[config.mk]
export PLATFORM = sky130hd
export DESIGN_NAME = lbs_slave
export DESIGN_NICKNAME = d
export VERILOG_FILES = /design/src/hw/lbs_pkg.sv /design/src/hw/lbs_slave.sv
export SDC_FILE = /design/constraint.sdc
export NUM_CORES = 1
export LEC_CHECK = 0
export BUFFER_PORTS_ARGS = -buffer_cell sky130_fd_sc_hd__buf_2
export CAP_MARGIN = 0
export CORE_ASPECT_RATIO = 0.5
export CORE_MARGIN = 2
export CORE_UTILIZATION = 30
export CTS_CLUSTER_DIAMETER = 150
export CTS_CLUSTER_SIZE = 30
export DETAILED_ROUTE_END_ITERATION = 10
export MAX_ROUTING_LAYER = met4
export PLACE_DENSITY = 0.56
export SLEW_MARGIN = 20
export SYNTH_ARGS = -nofsm -noshare
export SYNTH_HDL_FRONTEND = slang
export SYNTH_SLANG_ARGS = --single-unit
[constraint.sdc]
create_clock -name mclk -period 3.35 [get_ports mclk]
set_input_delay 0.1675 -clock mclk [delete_from_list [all_inputs] [get_ports mclk]]
set_output_delay 0.1675 -clock mclk [all_outputs]
set_load 0.02 [all_outputs]
[src/hw/lbs_pkg.sv]
// package for the local bus slave wait timing block: state types,
// wait-state counts, strap layout and register map.
// assumes a single 100 MHz local clock; pci clock arrives as a pin.
package lbs_pkg;

   // wait states per kind of slave answer (cycles between start and end)
   localparam logic [2:0] LBS_W_RETRY     = 3'h1;
   localparam logic [2:0] LBS_W_BURST_WR  = 3'h1;
   localparam logic [2:0] LBS_W_POST_WR   = 3'h1;
   localparam logic [2:0] LBS_W_DLY       = 3'h2;
   localparam logic [2:0] LBS_W_DLY_BURST = 3'h1;
   localparam logic [2:0] LBS_W_REG_RD    = 3'h2;
   localparam logic [2:0] LBS_W_REG_WR    = 3'h5;
   localparam logic [1:0] LBS_REG_RETRY_MAX = 2'h2;

   // register port map
   localparam int         LBS_AW          = 4;
   localparam int         LBS_DW          = 16;
   localparam logic [3:0] LBS_REG_STATUS  = 4'h0;
   localparam logic [3:0] LBS_REG_CLEAR   = 4'h1;
   localparam logic [3:0] LBS_REG_ENABLE  = 4'h2;
   localparam logic [3:0] LBS_REG_STRAP   = 4'h3;
   localparam logic [3:0] LBS_REG_CTRL    = 4'h4;

   // status and control bit positions
   localparam int LBS_EV_RETRY = 0;
   localparam int LBS_EV_POST  = 1;
   localparam int LBS_EV_DLY   = 2;
   localparam int LBS_EV_STRAP = 3;
   localparam int LBS_NEV      = 4;
   localparam int LBS_CTRL_RST = 0;

   localparam logic [3:0] LBS_EV_RST   = 4'h0;
   localparam logic [8:0] LBS_STRAP_RST = 9'h000;

   typedef enum logic [2:0] {
      LBS_IDLE = 3'b001,
      LBS_WAIT = 3'b010,
      LBS_TERM = 3'b100
   } lbs_fsm_t;

   // reset-option inputs, caught at reset release or hot-swap ok
   typedef struct packed {
      logic       size1;
      logic [1:0] test_sel;
      logic       burst_n;
      logic       bm_allow;
      logic       sda;
      logic       id_en;
      logic       pci_side_disable;
      logic       arb_en;
   } lbs_strap_t;

   // processor-side cycle attributes sampled at start
   typedef struct packed {
      logic rd;
      logic burst;
      logic reg_sel;
      logic integrated_dma;
   } lbs_cyc_t;

endpackage

[src/hw/lbs_slave.sv]
// local bus slave response timing: wait-state insertion, register
// retry limit, reset-option capture, reset and interrupt pin pacing.
// assumes the processor runs on mclk; pci clock, pci reset, local reset
// in, hot-swap ok and strap pins are asynchronous and are synchronised.
//
// Behaviour
// - retried cycle gets one wait state
// - accepted burst write gets one wait state
// - posted single write gets one wait state
// - completed delayed single read/write: two waits
// - completed delayed burst read: one wait
// - integrated dma ignores these wait counts
// - register access retried at most two times
// - register read ack three clocks after start
// - register write ack six clocks after start
// - latch straps on local or pci reset release
// - also latch straps on hot-swap ok falling
// - reset out follows pci reset
// - other reset out changes on pci clock rise
// - interrupt pin changes on pci clock rise
`timescale 1ns/100ps
`default_nettype none

module lbs_slave
   import lbs_pkg::*;
(
   input  wire logic              mclk,
   input  wire logic              rst_n,
   // processor side
   input  wire logic              transfer_start_n,
   input  wire logic              address_strobe_n,
   input  wire lbs_cyc_t          cyc,
   output logic                   transfer_ack_n,
   output logic                   size_ack_n,
   output logic                   retry_n,
   // bridge core side
   input  wire logic              post_ok,
   input  wire logic              dly_ready,
   input  wire logic              reg_busy,
   output logic                   dly_req,
   // asynchronous pins
   input  wire logic              pci_clk_pin,
   input  wire logic              pci_rst_n,
   input  wire logic              local_reset_in_n,
   input  wire logic              hot_swap_ok_n,
   input  wire lbs_strap_t        strap_pins,
   output lbs_strap_t             strap,
   output logic                   local_reset_out_n_o,
   output logic                   local_reset_out_n_oe,
   output logic                   local_irq_n_o,
   output logic                   local_irq_n_oe,
   // register port
   input  wire logic [LBS_AW-1:0] reg_addr,
   input  wire logic [LBS_DW-1:0] reg_wdata,
   input  wire logic              reg_wr,
   input  wire logic              reg_rd,
   output logic [LBS_DW-1:0]      reg_rdata,
   output logic                   irq
);

   typedef struct packed {
      lbs_fsm_t             fsm;
      logic [2:0]           cnt;
      logic                 term_retry;
      logic [1:0]           rcnt;
      logic                 as_prev;
      logic [1:0]           pclk_sync;
      logic                 pclk_prev;
      logic [1:0]           prst_sync;
      logic                 prst_prev;
      logic [1:0]           lrst_sync;
      logic                 lrst_prev;
      logic [1:0]           hs_sync;
      logic                 hs_prev;
      lbs_strap_t           strap_s1;
      lbs_strap_t           strap_s2;
      lbs_strap_t           strap;
      logic [LBS_NEV-1:0]   status;
      logic [LBS_NEV-1:0]   enable;
      logic                 ctrl_rst;
      logic                 rst_oe;
      logic                 irq_oe;
      logic                 ack;
      logic                 retry;
      logic                 dly_req;
      logic [LBS_DW-1:0]    rdata;
   } lbs_state_t;

   lbs_state_t s_q;
   lbs_state_t s_d;

   logic       start;
   logic       reg_retry;
   logic       reg_ok;
   logic       pci_post;
   logic       pci_dly;
   logic       pci_retry;
   logic       go_retry;
   logic [2:0] waits;
   logic       pclk_rise;
   logic       prst_rise;
   logic       strap_ev;
   logic [LBS_NEV-1:0] ev;

   // wait states for a cycle that completes normally
   function automatic logic [2:0] lbs_done_waits(
      input logic rd,
      input logic burst,
      input logic is_reg,
      input logic is_post
   );
      logic [2:0] w;
      w = LBS_W_DLY;
      if (is_reg) begin
         w = rd ? LBS_W_REG_RD : LBS_W_REG_WR;
      end else if (is_post) begin
         w = burst ? LBS_W_BURST_WR : LBS_W_POST_WR;
      end else if (rd && burst) begin
         w = LBS_W_DLY_BURST;
      end
      return w;
   endfunction

   // cycle classification at the start cycle
   always_comb begin
      // address strobe is held for the cycle, so only its fall starts one
      start     = (s_q.fsm == LBS_IDLE) &&
                  (!transfer_start_n || (!address_strobe_n && s_q.as_prev));
      // busy register channel is retried, but never a third time
      reg_retry = cyc.reg_sel && !cyc.integrated_dma && reg_busy &&
                  (s_q.rcnt < LBS_REG_RETRY_MAX);
      reg_ok    = cyc.reg_sel && !cyc.integrated_dma && !reg_retry;
      pci_post  = !cyc.reg_sel && !cyc.integrated_dma && !cyc.rd && post_ok;
      pci_dly   = !cyc.reg_sel && !cyc.integrated_dma && !pci_post && dly_ready;
      pci_retry = !cyc.reg_sel && !cyc.integrated_dma && !pci_post && !dly_ready;
      go_retry  = reg_retry || pci_retry;
      if (go_retry) begin
         waits = LBS_W_RETRY;
      end else begin
         waits = lbs_done_waits(cyc.rd, cyc.burst, reg_ok, pci_post);
      end
   end

   // edges of synchronised pins; only second stages are looked at
   always_comb begin
      pclk_rise = s_q.pclk_sync[1] && !s_q.pclk_prev;
      prst_rise = s_q.prst_sync[1] && !s_q.prst_prev;
      strap_ev  = prst_rise ||
                  (s_q.lrst_sync[1] && !s_q.lrst_prev) ||
                  (!s_q.hs_sync[1] && s_q.hs_prev);
      ev = '0;
      ev[LBS_EV_RETRY] = start && !cyc.integrated_dma && go_retry;
      ev[LBS_EV_POST]  = start && pci_post;
      ev[LBS_EV_DLY]   = start && pci_dly;
      ev[LBS_EV_STRAP] = strap_ev;
   end

   // next state of the whole block
   always_comb begin
      s_d = s_q;
      s_d.as_prev   = address_strobe_n;
      s_d.pclk_sync = {s_q.pclk_sync[0], pci_clk_pin};
      s_d.pclk_prev = s_q.pclk_sync[1];
      s_d.prst_sync = {s_q.prst_sync[0], pci_rst_n};
      s_d.prst_prev = s_q.prst_sync[1];
      s_d.lrst_sync = {s_q.lrst_sync[0], local_reset_in_n};
      s_d.lrst_prev = s_q.lrst_sync[1];
      s_d.hs_sync   = {s_q.hs_sync[0], hot_swap_ok_n};
      s_d.hs_prev   = s_q.hs_sync[1];
      s_d.strap_s1  = strap_pins;
      s_d.strap_s2  = s_q.strap_s1;
      s_d.ack       = 1'b0;
      s_d.retry     = 1'b0;
      s_d.dly_req   = 1'b0;

      // straps caught on reset release or hot-swap ok
      if (strap_ev) begin
         s_d.strap = s_q.strap_s2;
      end

      // slave cycle sequencer: start, waits, one termination cycle
      case (s_q.fsm)
         LBS_IDLE: begin
            if (start) begin
               s_d.term_retry = go_retry;
               s_d.dly_req    = pci_retry;
               if (cyc.integrated_dma) begin
                  // dma keeps its own zero-wait timing
                  s_d.fsm   = LBS_IDLE;
                  s_d.ack   = 1'b1;
               end else begin
                  s_d.fsm = LBS_WAIT;
                  s_d.cnt = waits - 3'h1;
               end
               if (cyc.reg_sel && !cyc.integrated_dma) begin
                  s_d.rcnt = reg_retry ? s_q.rcnt + 2'h1 : 2'h0;
               end
            end
         end
         LBS_WAIT: begin
            if (s_q.cnt == 3'h0) begin
               s_d.fsm   = LBS_TERM;
               s_d.ack   = !s_q.term_retry;
               s_d.retry = s_q.term_retry;
            end else begin
               s_d.cnt = s_q.cnt - 3'h1;
            end
         end
         LBS_TERM: begin
            s_d.fsm = LBS_IDLE;
         end
         default: begin
            s_d.fsm = LBS_IDLE;
         end
      endcase

      // sticky status: an event in the clear cycle survives
      if (reg_wr && reg_addr == LBS_REG_CLEAR) begin
         s_d.status = s_q.status & ~reg_wdata[LBS_NEV-1:0];
      end
      s_d.status = s_d.status | ev;
      if (reg_wr && reg_addr == LBS_REG_ENABLE) begin
         s_d.enable = reg_wdata[LBS_NEV-1:0];
      end
      if (reg_wr && reg_addr == LBS_REG_CTRL) begin
         s_d.ctrl_rst = reg_wdata[LBS_CTRL_RST];
      end

      // register read data, valid the cycle after the strobe only
      s_d.rdata = '0;
      if (reg_rd) begin
         case (reg_addr)
            LBS_REG_STATUS: s_d.rdata[LBS_NEV-1:0] = s_q.status;
            LBS_REG_ENABLE: s_d.rdata[LBS_NEV-1:0] = s_q.enable;
            LBS_REG_STRAP:  s_d.rdata[8:0] = s_q.strap;
            LBS_REG_CTRL:   s_d.rdata[LBS_CTRL_RST] = s_q.ctrl_rst;
            default:        s_d.rdata = '0;
         endcase
      end

      // reset out: pci reset acts at once, software request on pclk
      if (!s_q.prst_sync[1]) begin
         s_d.rst_oe = 1'b1;
      end else if (prst_rise) begin
         s_d.rst_oe = 1'b0;
      end else if (pclk_rise) begin
         s_d.rst_oe = s_q.ctrl_rst;
      end

      // interrupt pin paced by the pci clock; pclk must be under mclk/2
      if (pclk_rise) begin
         s_d.irq_oe = |(s_q.status & s_q.enable);
      end
   end

   // single state register
   always_ff @(posedge mclk or negedge rst_n) begin
      if (!rst_n) begin
         s_q            <= '0;
         s_q.fsm        <= LBS_IDLE;
         s_q.as_prev    <= 1'b1;
         s_q.lrst_sync  <= 2'h3;   // idle level, so release is no edge
         s_q.lrst_prev  <= 1'b1;
         s_q.hs_sync    <= 2'h3;
         s_q.hs_prev    <= 1'b1;
         s_q.strap      <= LBS_STRAP_RST;
         s_q.status     <= LBS_EV_RST;
         s_q.enable     <= LBS_EV_RST;
      end else begin
         s_q <= s_d;
      end
   end

   // pins and ports
   assign transfer_ack_n       = !s_q.ack;
   assign size_ack_n           = !s_q.ack;
   assign retry_n              = !s_q.retry;
   assign dly_req              = s_q.dly_req;
   assign strap                = s_q.strap;
   assign local_reset_out_n_o  = 1'b0;   // open drain: drives low only
   assign local_reset_out_n_oe = s_q.rst_oe;
   assign local_irq_n_o        = 1'b0;
   assign local_irq_n_oe       = s_q.irq_oe;
   assign reg_rdata            = s_q.rdata;
   assign irq                  = |(s_q.status & s_q.enable);
endmodule

`default_nettype wire

# Word level (Yosys, flattened, before mapping)

Cells that the tools add are included.

Flip-flop bits (word level): 79
Latch bits: 0
Bits in writable memories: 0
Bits in read-only memories: 0
Input port bits: 46
Output and inout port bits: 34
Logic and storage cells: 145
Memories kept: 0

$add $sub $neg: 3
Multiply operators: 0
Div/mod/pow operators: 0
Magnitude comparators: 1
Equality and inequality tests: 11
Shift-type cells: 0
Multiplexer cells: 29
Bitwise operators: 4
Reduce and logical (&&, ||, !) cells: 51

Operators by type and width:

| operator                                                           | count |
|---|---|
| 1-bit logical AND                                                  | 24 |
| 3-bit two-way mux                                                  | 6 |
| 9-bit two-way mux                                                  | 2 |
| 1-bit zero test                                                    | 15 |
| 2-bit two-way mux                                                  | 6 |
| 3-bit case mux with 2 select lines                                 | 2 |
| 3-bit case mux with 3 select lines                                 | 1 |
| 4-bit AND                                                          | 2 |
| 4-bit by 2-bit == test with 1-bit output, second input constant    | 2 |
| 1-bit two-way mux                                                  | 8 |
| 2-bit inequality test, second input constant                       | 4 |
| 3-bit by 1-bit subtractor with 3-bit output, second input constant | 2 |
| 5-bit two-way mux                                                  | 1 |
| 4-bit by 1-bit == test with 1-bit output, second input constant    | 1 |
| 4-bit by 3-bit == test with 1-bit output, second input constant    | 1 |
| 4-bit zero test                                                    | 1 |
| 1-bit logical OR                                                   | 4 |
| 4-bit two-way mux                                                  | 1 |
| 4-bit NOT                                                          | 1 |
| 4-bit bitwise OR                                                   | 1 |
| 1-bit case mux with 4 select lines                                 | 1 |
| 2-bit AND reduction                                                | 2 |
| 4-bit AND reduction                                                | 1 |
| 4-bit OR reduction                                                 | 1 |
| other kinds (9)                                                    | 9 |

# Depth between registers and ports, before layout

Gate-level depths: netlist of run 1.

Depth after elaboration: 13
Depth in mapped cells: 8
Mapped depth without buffers: 8

# Worst setup path after synthesis of run 1

Ideal clock, no wire load.

Kind: register to register
Start point: reg s_q[71] in the netlist's numbering
End point: reg s_q[75] in the netlist's numbering
Library setup time: 67 ps
Arrival: 1855 ps
Required time: 3283 ps
Slack: 1428 ps
Stages on the path, launching flop included: 8
Path buffers: 0
Period minus slack after synthesis: 1922 ps
Cell sequence: dfrtp_1 > nor2b_1 > nor2_1 > a22o_1 > ha_1 > or4_1 > nand3_1 > a32o_1

Cells in the longest elaborated chain, start to end: 10
Elaborated cells between the ends (all ways): 11
Classes of those cells: add/sub (1); order compare (1); mux (5); reduce/logical (4)

RTL lines:

| element                                       | line             | text |
|---|---|---|
| start, declared                               | lbs_slave.sv:89  | `lbs_state_t s_q;` |
| 2-bit < comparator *                          | lbs_slave.sv:131 | `(s_q.rcnt < LBS_REG_RETRY_MAX);` |
| 1-bit logical AND *                           | lbs_slave.sv:130 | `reg_retry = cyc.reg_sel && !cyc.integrated_dma && reg_busy &&` |
| 1-bit zero test                               | lbs_slave.sv:132 | `reg_ok = cyc.reg_sel && !cyc.integrated_dma && !reg_retry;` |
| 1-bit logical AND                             | lbs_slave.sv:132 |  |
| 3-bit two-way mux                             | lbs_slave.sv:114 | `if (is_reg) begin` |
| 3-bit two-way mux *                           | lbs_slave.sv:137 | `if (go_retry) begin` |
| 3-bit by 1-bit subtractor with 3-bit output * | lbs_slave.sv:193 | `s_d.cnt = waits - 3'h1;` |
| 3-bit two-way mux *                           | lbs_slave.sv:187 | `if (cyc.integrated_dma) begin` |
| 9-bit two-way mux *                           | lbs_slave.sv:184 | `if (start) begin` |
| 3-bit case mux with 2 select lines *          | lbs_slave.sv:182 | `case (s_q.fsm)` |

Every way passes the cells marked *; elsewhere a longest branch is shown, timed or not. The select of a mux whose other input is x is not followed.
A chain may end at the register's enable or synchronous reset.

# Worst setup path in the final report of run 1

Same ends and word-level chain as after synthesis.

==> results of run 1 <==
[worst paths after layout]
kind                              startpoint      end  slack, ps  depth (start not counted)
worst max-delay path                 s_q[71]  s_q[75]       1250                          7
worst min-delay path            reg_wdata[3]  s_q[25]         90                          2
worst max register to register       s_q[71]  s_q[75]       1250                          7
worst min register to register       s_d[42]  s_q[42]        350                          0
max in group asynchronous              rst_n  s_q[57]       1940                          3
min in group asynchronous              rst_n  s_q[78]        430                          2
[cells by family (layout without fill, tap and decap cells)]
| group | after synthesis | count (layout) |
|---|---|---|
| simple gates | 55 | 55 |
| compound gates | 32 | 32 |
| fa+ha+maj | 3 | 3 |
| buf+inv | 42 | 101 |
| mux | 22 | 22 |
| flops | 72 | 72 |
| other cells | 1 | 9 |
[routing by layer]
layer,global-route usage,up-vias,routed length (um)
li1,-,867,-
met1,0.1185,895,2258
met2,0.1956,34,2784
met3,0.03520,7,199
met4,0.04575,0,58
met5,-,-,0
[cells in the mapped netlist (3+ instances only)]
cell | instances | area [um^2]
a31oi_1 | 3 | 18.77
inv_1 | 10 | 37.54
a22o_1 | 3 | 26.28
nand2_1 | 11 | 41.29
o31ai_1 | 3 | 22.52
a21o_1 | 4 | 30.03
mux2_2 | 17 | 191.4
buf_4 | 28 | 210.2
mux2i_1 | 4 | 40.04
dfstp_2 | 8 | 210.2
dfrtp_1 | 64 | 1602
and2_1 | 5 | 31.28
ha_1 | 3 | 37.54
nand2b_1 | 4 | 25.02
o22ai_1 | 3 | 18.77
o21ai_0 | 5 | 25.02
nor2b_1 | 4 | 25.02
nor2_1 | 12 | 45.04
[registers in the layout, indices dropped and copies added, names as in the netlist]
register	flops
local_irq_n_oe	1
s_q	34
reg_rdata	9
s_d	17
local_reset_out_n_oe	1
strap	9
dly_req	1
[through the flow]
stage / power (mW) / std cells
2_1_floorplan: 1.363 / 235
3_3_place_gp: 1.452 / 398
3_5_place_dp: 1.466 / 398
4_1_cts: 2.426 / 429
5_1_grt: 2.517 / 429
6_report: 2.391 / 429
[power groups by stage]
stage               Combinational [mW]  Clock [mW]  Sequential (mW)
floorplan                        0.304           0             1.06
global placement                 0.386           0             1.07
detailed placement               0.396           0             1.07
CTS                              0.412       0.955             1.06
global route                     0.448       0.994             1.07
finish                           0.406       0.926             1.06
[worst max-delay path, stage by stage, from the launching register on]
cell and delay, ps:
dfrtp_1 370, nor2b_1 320, nor2_1 100, a22o_1 290, ha_1 220, or4_1 500
nand3_1 90, a32o_1 160
[area by class of cell]
class	instances	area, um^2	area share
timing repair buffer	74	447.9	0.1233
clock inverter	5	56.30	0.01550
inverter	11	41.29	0.01137
clock buffer	11	242.7	0.06683
multi-input combinational	121	863.3	0.2377
tap	135	168.9	0.04650
sequential	72	1812	0.4988
==> results_dict.tcl, run 1 <==
set metrics [dict create \
    drv_cap 0 \
    die_w_um 143.3 \
    antenna_found_initial 0 \
    yosys_most_used_dff "dfrtp_1" \
    setup-violations-final 0 \
    antennaDiodeCount 0 \
    syn_to_final_growth_pct 24.81 \
    syn-instance-count 227 \
    ctsHoldBuffers 15 \
    power_switching_mw 0.6267 \
    dr.pass1.iters 4 \
    ant_nets 0 \
    grt_setup_unrepaired "false" \
    synth_xor_area_frac 0 \
    place_congestion 0.8833 \
    synth_area_per_cell_um2 12.82 \
    holdWs_ps 94.99 \
    synth_mux_area_frac 0.08340 \
    synth_top_family_by_area "simple AND/OR/NAND/NOR gates" \
    drc 0 \
    synth-async-reset-ratio 1.000 \
    clockBufferDepth 2 \
    synthDistinctLibCells 49 \
    p_per_area_mw_per_mm2 658.3 \
    worstSetupEndpointType "flop" \
    grt_max_degree 44 \
    yosys.area_share.simple 0.1101 \
    fp.dieArea_mm2 0.01055 \
    path_class "flop to flop" \
    status "completed" \
    clk_pin_slew_ps 50 \
    power.internal_mw 1.764 \
    drt_iter0_markers 47 \
    fin_util 0.3845 \
    swShare 0.2621 \
    tightest_slew_ps 676.8 \
    first_global_vias 1896 \
    vias 1803 \
    start_kind "flop" \
    numCtsBuffers 9 \
    final_cell_mix "64 x dfrtp_1, 58 x buf_2, 17 x mux2_2" \
    slew_violations 0 \
    layout_setup_ws_ps 1252 \
    dp_hpwl_um 3800 \
    grt.overflow.total 0 \
    arrival_ps 2360 \
    fin_crit_sh 0.6263 \
    place_area_mm2 0.003183 \
    grt_util_all_layers 0.1112 \
    num_io_pins 80 \
    slew_headroom 0.5488 \
    grt_first_pass_wirelength_um 8631 \
    worstPathRequired_ps 3610 \
    synthAdderAreaFrac 0.01290 \
    h-tree-depth 3 \
    nets 338 \
    rows 25 \
    p_seq_frac 0.443 \
    yosysWarnings 0 \
    ys_seq_area_frac 0.6225 \
    synth_area_mm2 0.002910 \
    via_per_inst 4.203 \
    mostFrequentLayoutCell "dfrtp_1" \
    finalInstanceArea_mm2 0.003632 \
    synth_edf_count 0 \
    start_util 0.3081 \
    postCtsSetupRepairBufs 0 \
    synth_compound_area_frac 0.07868 \
    period_needed_ps 2098 \
    skew_ps 3.007 \
    post-place-ws_ps 1269 \
    root_buffer "clkbuf_16" \
    pwr-share-comb 0.170 \
    wl_um 5301 \
    drive_above_1_share 0.3605 \
    insertion_delay_ps 320 \
    post_cts_resized 0 \
    clkPwrFrac 0.387 \
    peakVddDrop_mv 0.2701 \
    io_buffer_count 58 \
    ys_ff_latch 72 \
    fillers 947 \
    fmax_mhz 476.6 \
    wl_per_cell_um 12.36 \
    p_leak_nw 1.716 \
    min_path_type "primary input to flop" \
    finalHoldViolCount 0 \
    die_h_um 73.65 \
    tns_ps 0 \
    cp_max_fo 6 \
    tritoncts "built" \
    core_mm2 0.009447 \
    clkSinkCount 72 \
]
No activity file was read; power rests on OpenSTA's default activity.
==> run 2, diff against run 1 <==
--- a/config.mk
+++ b/config.mk
@@ -14,7 +14,7 @@
 export CTS_CLUSTER_SIZE = 30
 export DETAILED_ROUTE_END_ITERATION = 10
 export MAX_ROUTING_LAYER = met4
-export PLACE_DENSITY = 0.56
+export PLACE_DENSITY = 0.57
 export SLEW_MARGIN = 20
 export SYNTH_ARGS = -nofsm -noshare
 export SYNTH_HDL_FRONTEND = slang
==> constraint.sdc (replaced) <==
create_clock -name mclk -period 1.9 [get_ports mclk]
set_input_delay 0.095 -clock mclk [delete_from_list [all_inputs] [get_ports mclk]]
set_output_delay 0.095 -clock mclk [all_outputs]
set_load 0.02 [all_outputs]
==> results_dict.tcl, run 2 (synthesis gave the netlist of run 1 again) <==
set metrics [dict create \
    root_buffer "clkbuf_16" \
    tritoncts "built" \
    wl_met1_um 2366 \
    p_leak_nw 1.761 \
    arrival_ps 2070 \
    antennaDiodeCount 0 \
    vias 1814 \
    ant_nets 0 \
    tns_ps 0 \
    slew_violations 0 \
    grt_first_pass_wirelength_um 8928 \
    insertion_delay_ps 320 \
    fin_crit_sh 0.9485 \
    setup-violations-final 0 \
    antenna_found_initial 0 \
    worstSetupEndpointType "flop" \
    fp.dieArea_mm2 0.01055 \
    post_layout_nonfiller_instances 434 \
    drive_above_1_share 0.3813 \
    die_w_um 143.3 \
    cp_max_fo 3 \
    numCtsBuffers 9 \
    place_area_mm2 0.003221 \
    largest_reg_flops 34 \
    dp_hpwl_um 3754 \
    status "completed" \
    h-tree-depth 3 \
    skew_ps 4.337 \
    met2WireLength_um 2799 \
    die_h_um 73.65 \
    drc 0 \
    dr.pass1.iters 4 \
    maxUsedRoutingLayer "met4" \
    place_congestion 0.8299 \
    wl_um 5451 \
    grt_util_all_layers 0.1145 \
    start_kind "flop" \
    finalInstanceArea_mm2 0.003716 \
    period_needed_ps 1802 \
    io_buffer_count 58 \
    max_stage_delay_ps 500 \
    start_util 0.3081 \
    grt_setup_unrepaired "false" \
    post-place-ws_ps 44.42 \
    clockBufferDepth 2 \
    crit_path_top_delay_cell "or4_1" \
    drv_cap 0 \
    peakVddDrop_mv 0.4088 \
    core_mm2 0.009447 \
    finalHoldViolCount 0 \
    crit_chain "nor2b_2 > nor2_1 > a22o_1 > ha_2 > or4_1 > nand3_1 > a32o_1" \
    drt_iter0_markers 144 \
    path_class "flop to flop" \
    first_global_vias 1895 \
    clk_pin_slew_ps 60 \
    nets 343 \
    num_io_pins 80 \
    final_cell_mix "64 x dfrtp_1, 58 x buf_2, 17 x mux2_2" \
    grt.overflow.total 0 \
    slew_headroom 0.5651 \
    clkSinkCount 72 \
    grt_max_degree 73 \
    via_per_inst 4.180 \
    total_power_mw 4.435 \
    mostFrequentLayoutCell "dfrtp_1" \
    layout_setup_ws_ps 97.81 \
    rows 25 \
    syn_to_final_growth_pct 27.69 \
    dp_cells 401 \
    fillers 915 \
    worstPathRequired_ps 2160 \
    wl_per_cell_um 12.56 \
    met3_length_um 235 \
    tightest_slew_ps 649.4 \
    largest_register "s_q" \
    min_path_type "primary input to flop" \
    fmax_mhz 554.9 \
    p_per_area_mw_per_mm2 1194 \
]
## run 2: critical path: cells and delay by family (launching register included)
family	cells	cell delay (ps)
AO/OA/AOI/OAI	2	400
flip-flops	1	380
AND/OR/NAND/NOR	4	770
adder cells (fa/ha/maj)	1	180
## run 2: area by class of cell
cell class | instances | area [um^2] | area share
clock buffers | 9 | 225.2 | 0.06061
well taps | 135 | 168.9 | 0.04545
multi-input cells | 121 | 868.3 | 0.2337
flip-flops and latches | 72 | 1812 | 0.4875
inverters | 11 | 41.29 | 0.01111
clock inverters | 7 | 102.6 | 0.02761
repair buffers | 79 | 498.0 | 0.1340
## run 2: path summary, 6_finish.rpt
kind | start | end | slack [ps] | depth (start not counted)
hold reg to reg | s_d[47] | s_q[47] | 340 | 0
setup reg to reg | s_q[71] | s_q[75] | 100 | 7
setup / recovery | s_q[71] | s_q[75] | 100 | 7
max in group asynchronous | rst_n | s_q[57] | 1230 | 3
hold / removal | reg_wdata[2] | s_q[24] | 30 | 2
min in group asynchronous | rst_n | strap[2] | 300 | 3
## run 2: stage by stage
| step | hold slack, ps | utilization |
|---|---|---|
| floorplan | -200.6 | - |
| global placement | 145.3 | 0.3409 |
| detailed placement | 152.7 | 0.3409 |
| CTS | 18.88 | 0.3915 |
| global route | 26.37 | 0.3934 |
| finish | 26.17 | 0.3934 |
## run 2: timing repair
action	CTS	global route
resized for setup	0	1
endpoints found under the hold margin	78	0
setup endpoints to repair	0	1
setup buffers	0	2
hold buffers	15	0
## run 2: power by group
part | total [mW] | switching [mW] | internal (mW) | leakage (nW)
clock network | 1.83 | 0.659 | 1.17 | 0.162
registers | 1.87 | 0.128 | 1.74 | 0.865
logic | 0.743 | 0.398 | 0.344 | 0.733
total | 4.44 | 1.19 | 3.25 | 1.76
## run 2: metal layers
layer / GRT usage / vias to the layer above
met2: 0.1882 / 35
met1: 0.1335 / 902
met5: - / -
met3: 0.03911 / 4
li1: - / 873
met4: 0.03922 / 0
==> run 3, diff against run 2 <==
--- a/config.mk
+++ b/config.mk
@@ -7,6 +7,8 @@
 export LEC_CHECK = 0
 export BUFFER_PORTS_ARGS = -buffer_cell sky130_fd_sc_hd__buf_2
 export CAP_MARGIN = 0
+export CELL_PAD_IN_SITES_DETAIL_PLACEMENT = 0
+export CELL_PAD_IN_SITES_GLOBAL_PLACEMENT = 1
 export CORE_ASPECT_RATIO = 0.5
 export CORE_MARGIN = 2
 export CORE_UTILIZATION = 30
@@ -14,7 +16,7 @@
 export CTS_CLUSTER_SIZE = 30
 export DETAILED_ROUTE_END_ITERATION = 10
 export MAX_ROUTING_LAYER = met4
-export PLACE_DENSITY = 0.57
+export PLACE_DENSITY = 0.68
 export SLEW_MARGIN = 20
 export SYNTH_ARGS = -nofsm -noshare
 export SYNTH_HDL_FRONTEND = slang
==> results_dict.tcl, run 3 (synthesis gave the netlist of run 1 again) <==
set metrics [dict create \
    worstSetupEndpointType "flop" \
    tritoncts "built" \
    num_io_pins 80 \
    grt_setup_unrepaired "false" \
    io_buffer_count 58 \
    swShare 0.2687 \
    path_class "flop to flop" \
    clk_pin_slew_ps 50 \
    p_leak_nw 1.734 \
    power.internal_mw 3.094 \
    setup-violations-final 0 \
    via_per_inst 4.205 \
    fp.dieArea_mm2 0.01055 \
    die_w_um 143.3 \
    tightest_slew_ps 647.3 \
    grtUsageMet3 0.03911 \
    insertion_delay_ps 330 \
    holdPathStages 2 \
    power_switching_mw 1.137 \
    ff2ff_path_depth 7 \
    root_buffer "clkbuf_16" \
    grt.overflow.total 0 \
    ant_nets 0 \
    nets 343 \
    holdWs_ps 22.34 \
    numCtsBuffers 9 \
    clkPwrFrac 0.385 \
    clkSinkCount 72 \
    tns_ps 0 \
    drive_above_1_share 0.3746 \
    grt_util_all_layers 0.1147 \
    skew_ps 8.049 \
    finalHoldViolCount 0 \
    met1_usage 0.1278 \
    p_seq_frac 0.441 \
    final_cell_mix "64 x dfrtp_1, 58 x buf_2, 17 x mux2_2" \
    grt_util_met2 0.1930 \
    syn_to_final_growth_pct 26.44 \
    core_mm2 0.009447 \
    grt_most_used_layer "met2" \
    place_congestion 0.9074 \
    wl_per_cell_um 12.50 \
    drc 0 \
    mostFrequentLayoutCell "dfrtp_1" \
    fmax_mhz 547.0 \
    h-tree-depth 3 \
    fin_crit_sh 0.9621 \
    drt_iter0_markers 77 \
    vias 1825 \
    period_needed_ps 1828 \
    grt_max_degree 30 \
    die_h_um 73.65 \
    largest_register "s_q" \
    slew_violations 0 \
    dp_hpwl_um 3945 \
    antenna_found_initial 0 \
    peakVddDrop_mv 0.4241 \
    pwr-share-comb 0.174 \
    worstPathRequired_ps 2160 \
    slew_headroom 0.5665 \
    wl_um 5423 \
    status "completed" \
    start_util 0.3081 \
    p_per_area_mw_per_mm2 1150 \
    rows 25 \
    antennaDiodeCount 0 \
    first_global_vias 1880 \
    start_kind "flop" \
    cp_max_fo 3 \
    min_path_type "primary input to flop" \
    arrival_ps 2090 \
    clockBufferDepth 2 \
    drv_cap 0 \
    grt_first_pass_wirelength_um 8769 \
    postCtsSetupRepairBufs 0 \
    fin_util 0.3895 \
    dr.pass1.iters 4 \
    largest_reg_flops 34 \
]
==> run 3: cell types whose count changed in the layout (fill, tap and decap cells not counted), sizes merged <==
| cell | before | now |
|---|---|---|
| bufinv | 2 | 1 |
| clkbuf | 9 | 11 |
| inv | 14 | 11 |
| clkinvlp | 0 | 2 |
==> run 3: path summary, 6_finish.rpt <==
kind | startpoint | slack (ps) | end
setup / recovery | s_q[71] | 70 | s_q[75]
hold / removal | reg_wdata[3] | 20 | s_q[25]
setup reg to reg | s_q[71] | 70 | s_q[75]
hold reg to reg | s_d[42] | 340 | s_q[42]
max in group asynchronous | rst_n | 1040 | s_q[69]
min in group asynchronous | rst_n | 260 | s_q[22]
==> run 3: final cells by class <==
class / instances / area, um^2
Inverter: 11 / 41.29
Fill cell: 932 / 5767
Clock buffer: 11 / 232.7
Clock inverter: 5 / 58.81
Multi-Input combinational cell: 121 / 868.3
Sequential cell: 72 / 1812
Tap cell: 135 / 168.9
Timing Repair Buffer: 79 / 498.0
==> run 3: power groups by stage <==
| stage | registers (mW) | logic [mW] | clock network, mW |
|---|---|---|---|
| after floorplan | 1.87 | 0.537 | 0 |
| after global placement | 1.88 | 0.701 | 0 |
| after detailed placement | 1.89 | 0.727 | 0 |
| after CTS | 1.87 | 0.752 | 1.68 |
| after global routing | 1.89 | 0.813 | 1.76 |
| final | 1.87 | 0.738 | 1.63 |
==> run 3: worst max-delay path, stage by stage, from the launching register on <==
cell and delay, ps:
dfrtp_1 380, nor2b_2 130, nor2_1 60, a22o_1 240, ha_2 200, or4_1 510
nand3_1 100, a32o_1 160
==> run 3: metrics by stage <==
step	power, mW	setup slack (ps)	instance area, um^2	cells
3_3_place_gp	2.582	89.75	3236	403
2_1_floorplan	2.406	55.24	2943	235
4_1_cts	4.303	33.65	3677	434
6_report	4.231	71.92	3680	434
3_5_place_dp	2.617	45.71	3236	403
5_1_grt	4.465	0.6433	3680	434
==> run 3: timing repair <==
action / 4_1_cts / 5_1_grt
hold buffers: 15 / 0
setup endpoints to repair: 0 / 1
resized for setup: 0 / 1
hold endpoints to repair: 27 / 0
==> run 3: per-layer routing <==
metal | share of wire | routed length, um | vias to the layer above
met3 | 0.040 | 215 | 9
met1 | 0.43 | 2332 | 912
li1 | - | - | 873
met2 | 0.51 | 2777 | 31
met5 | 0 | 0 | -
met4 | 0.018 | 97 | 0
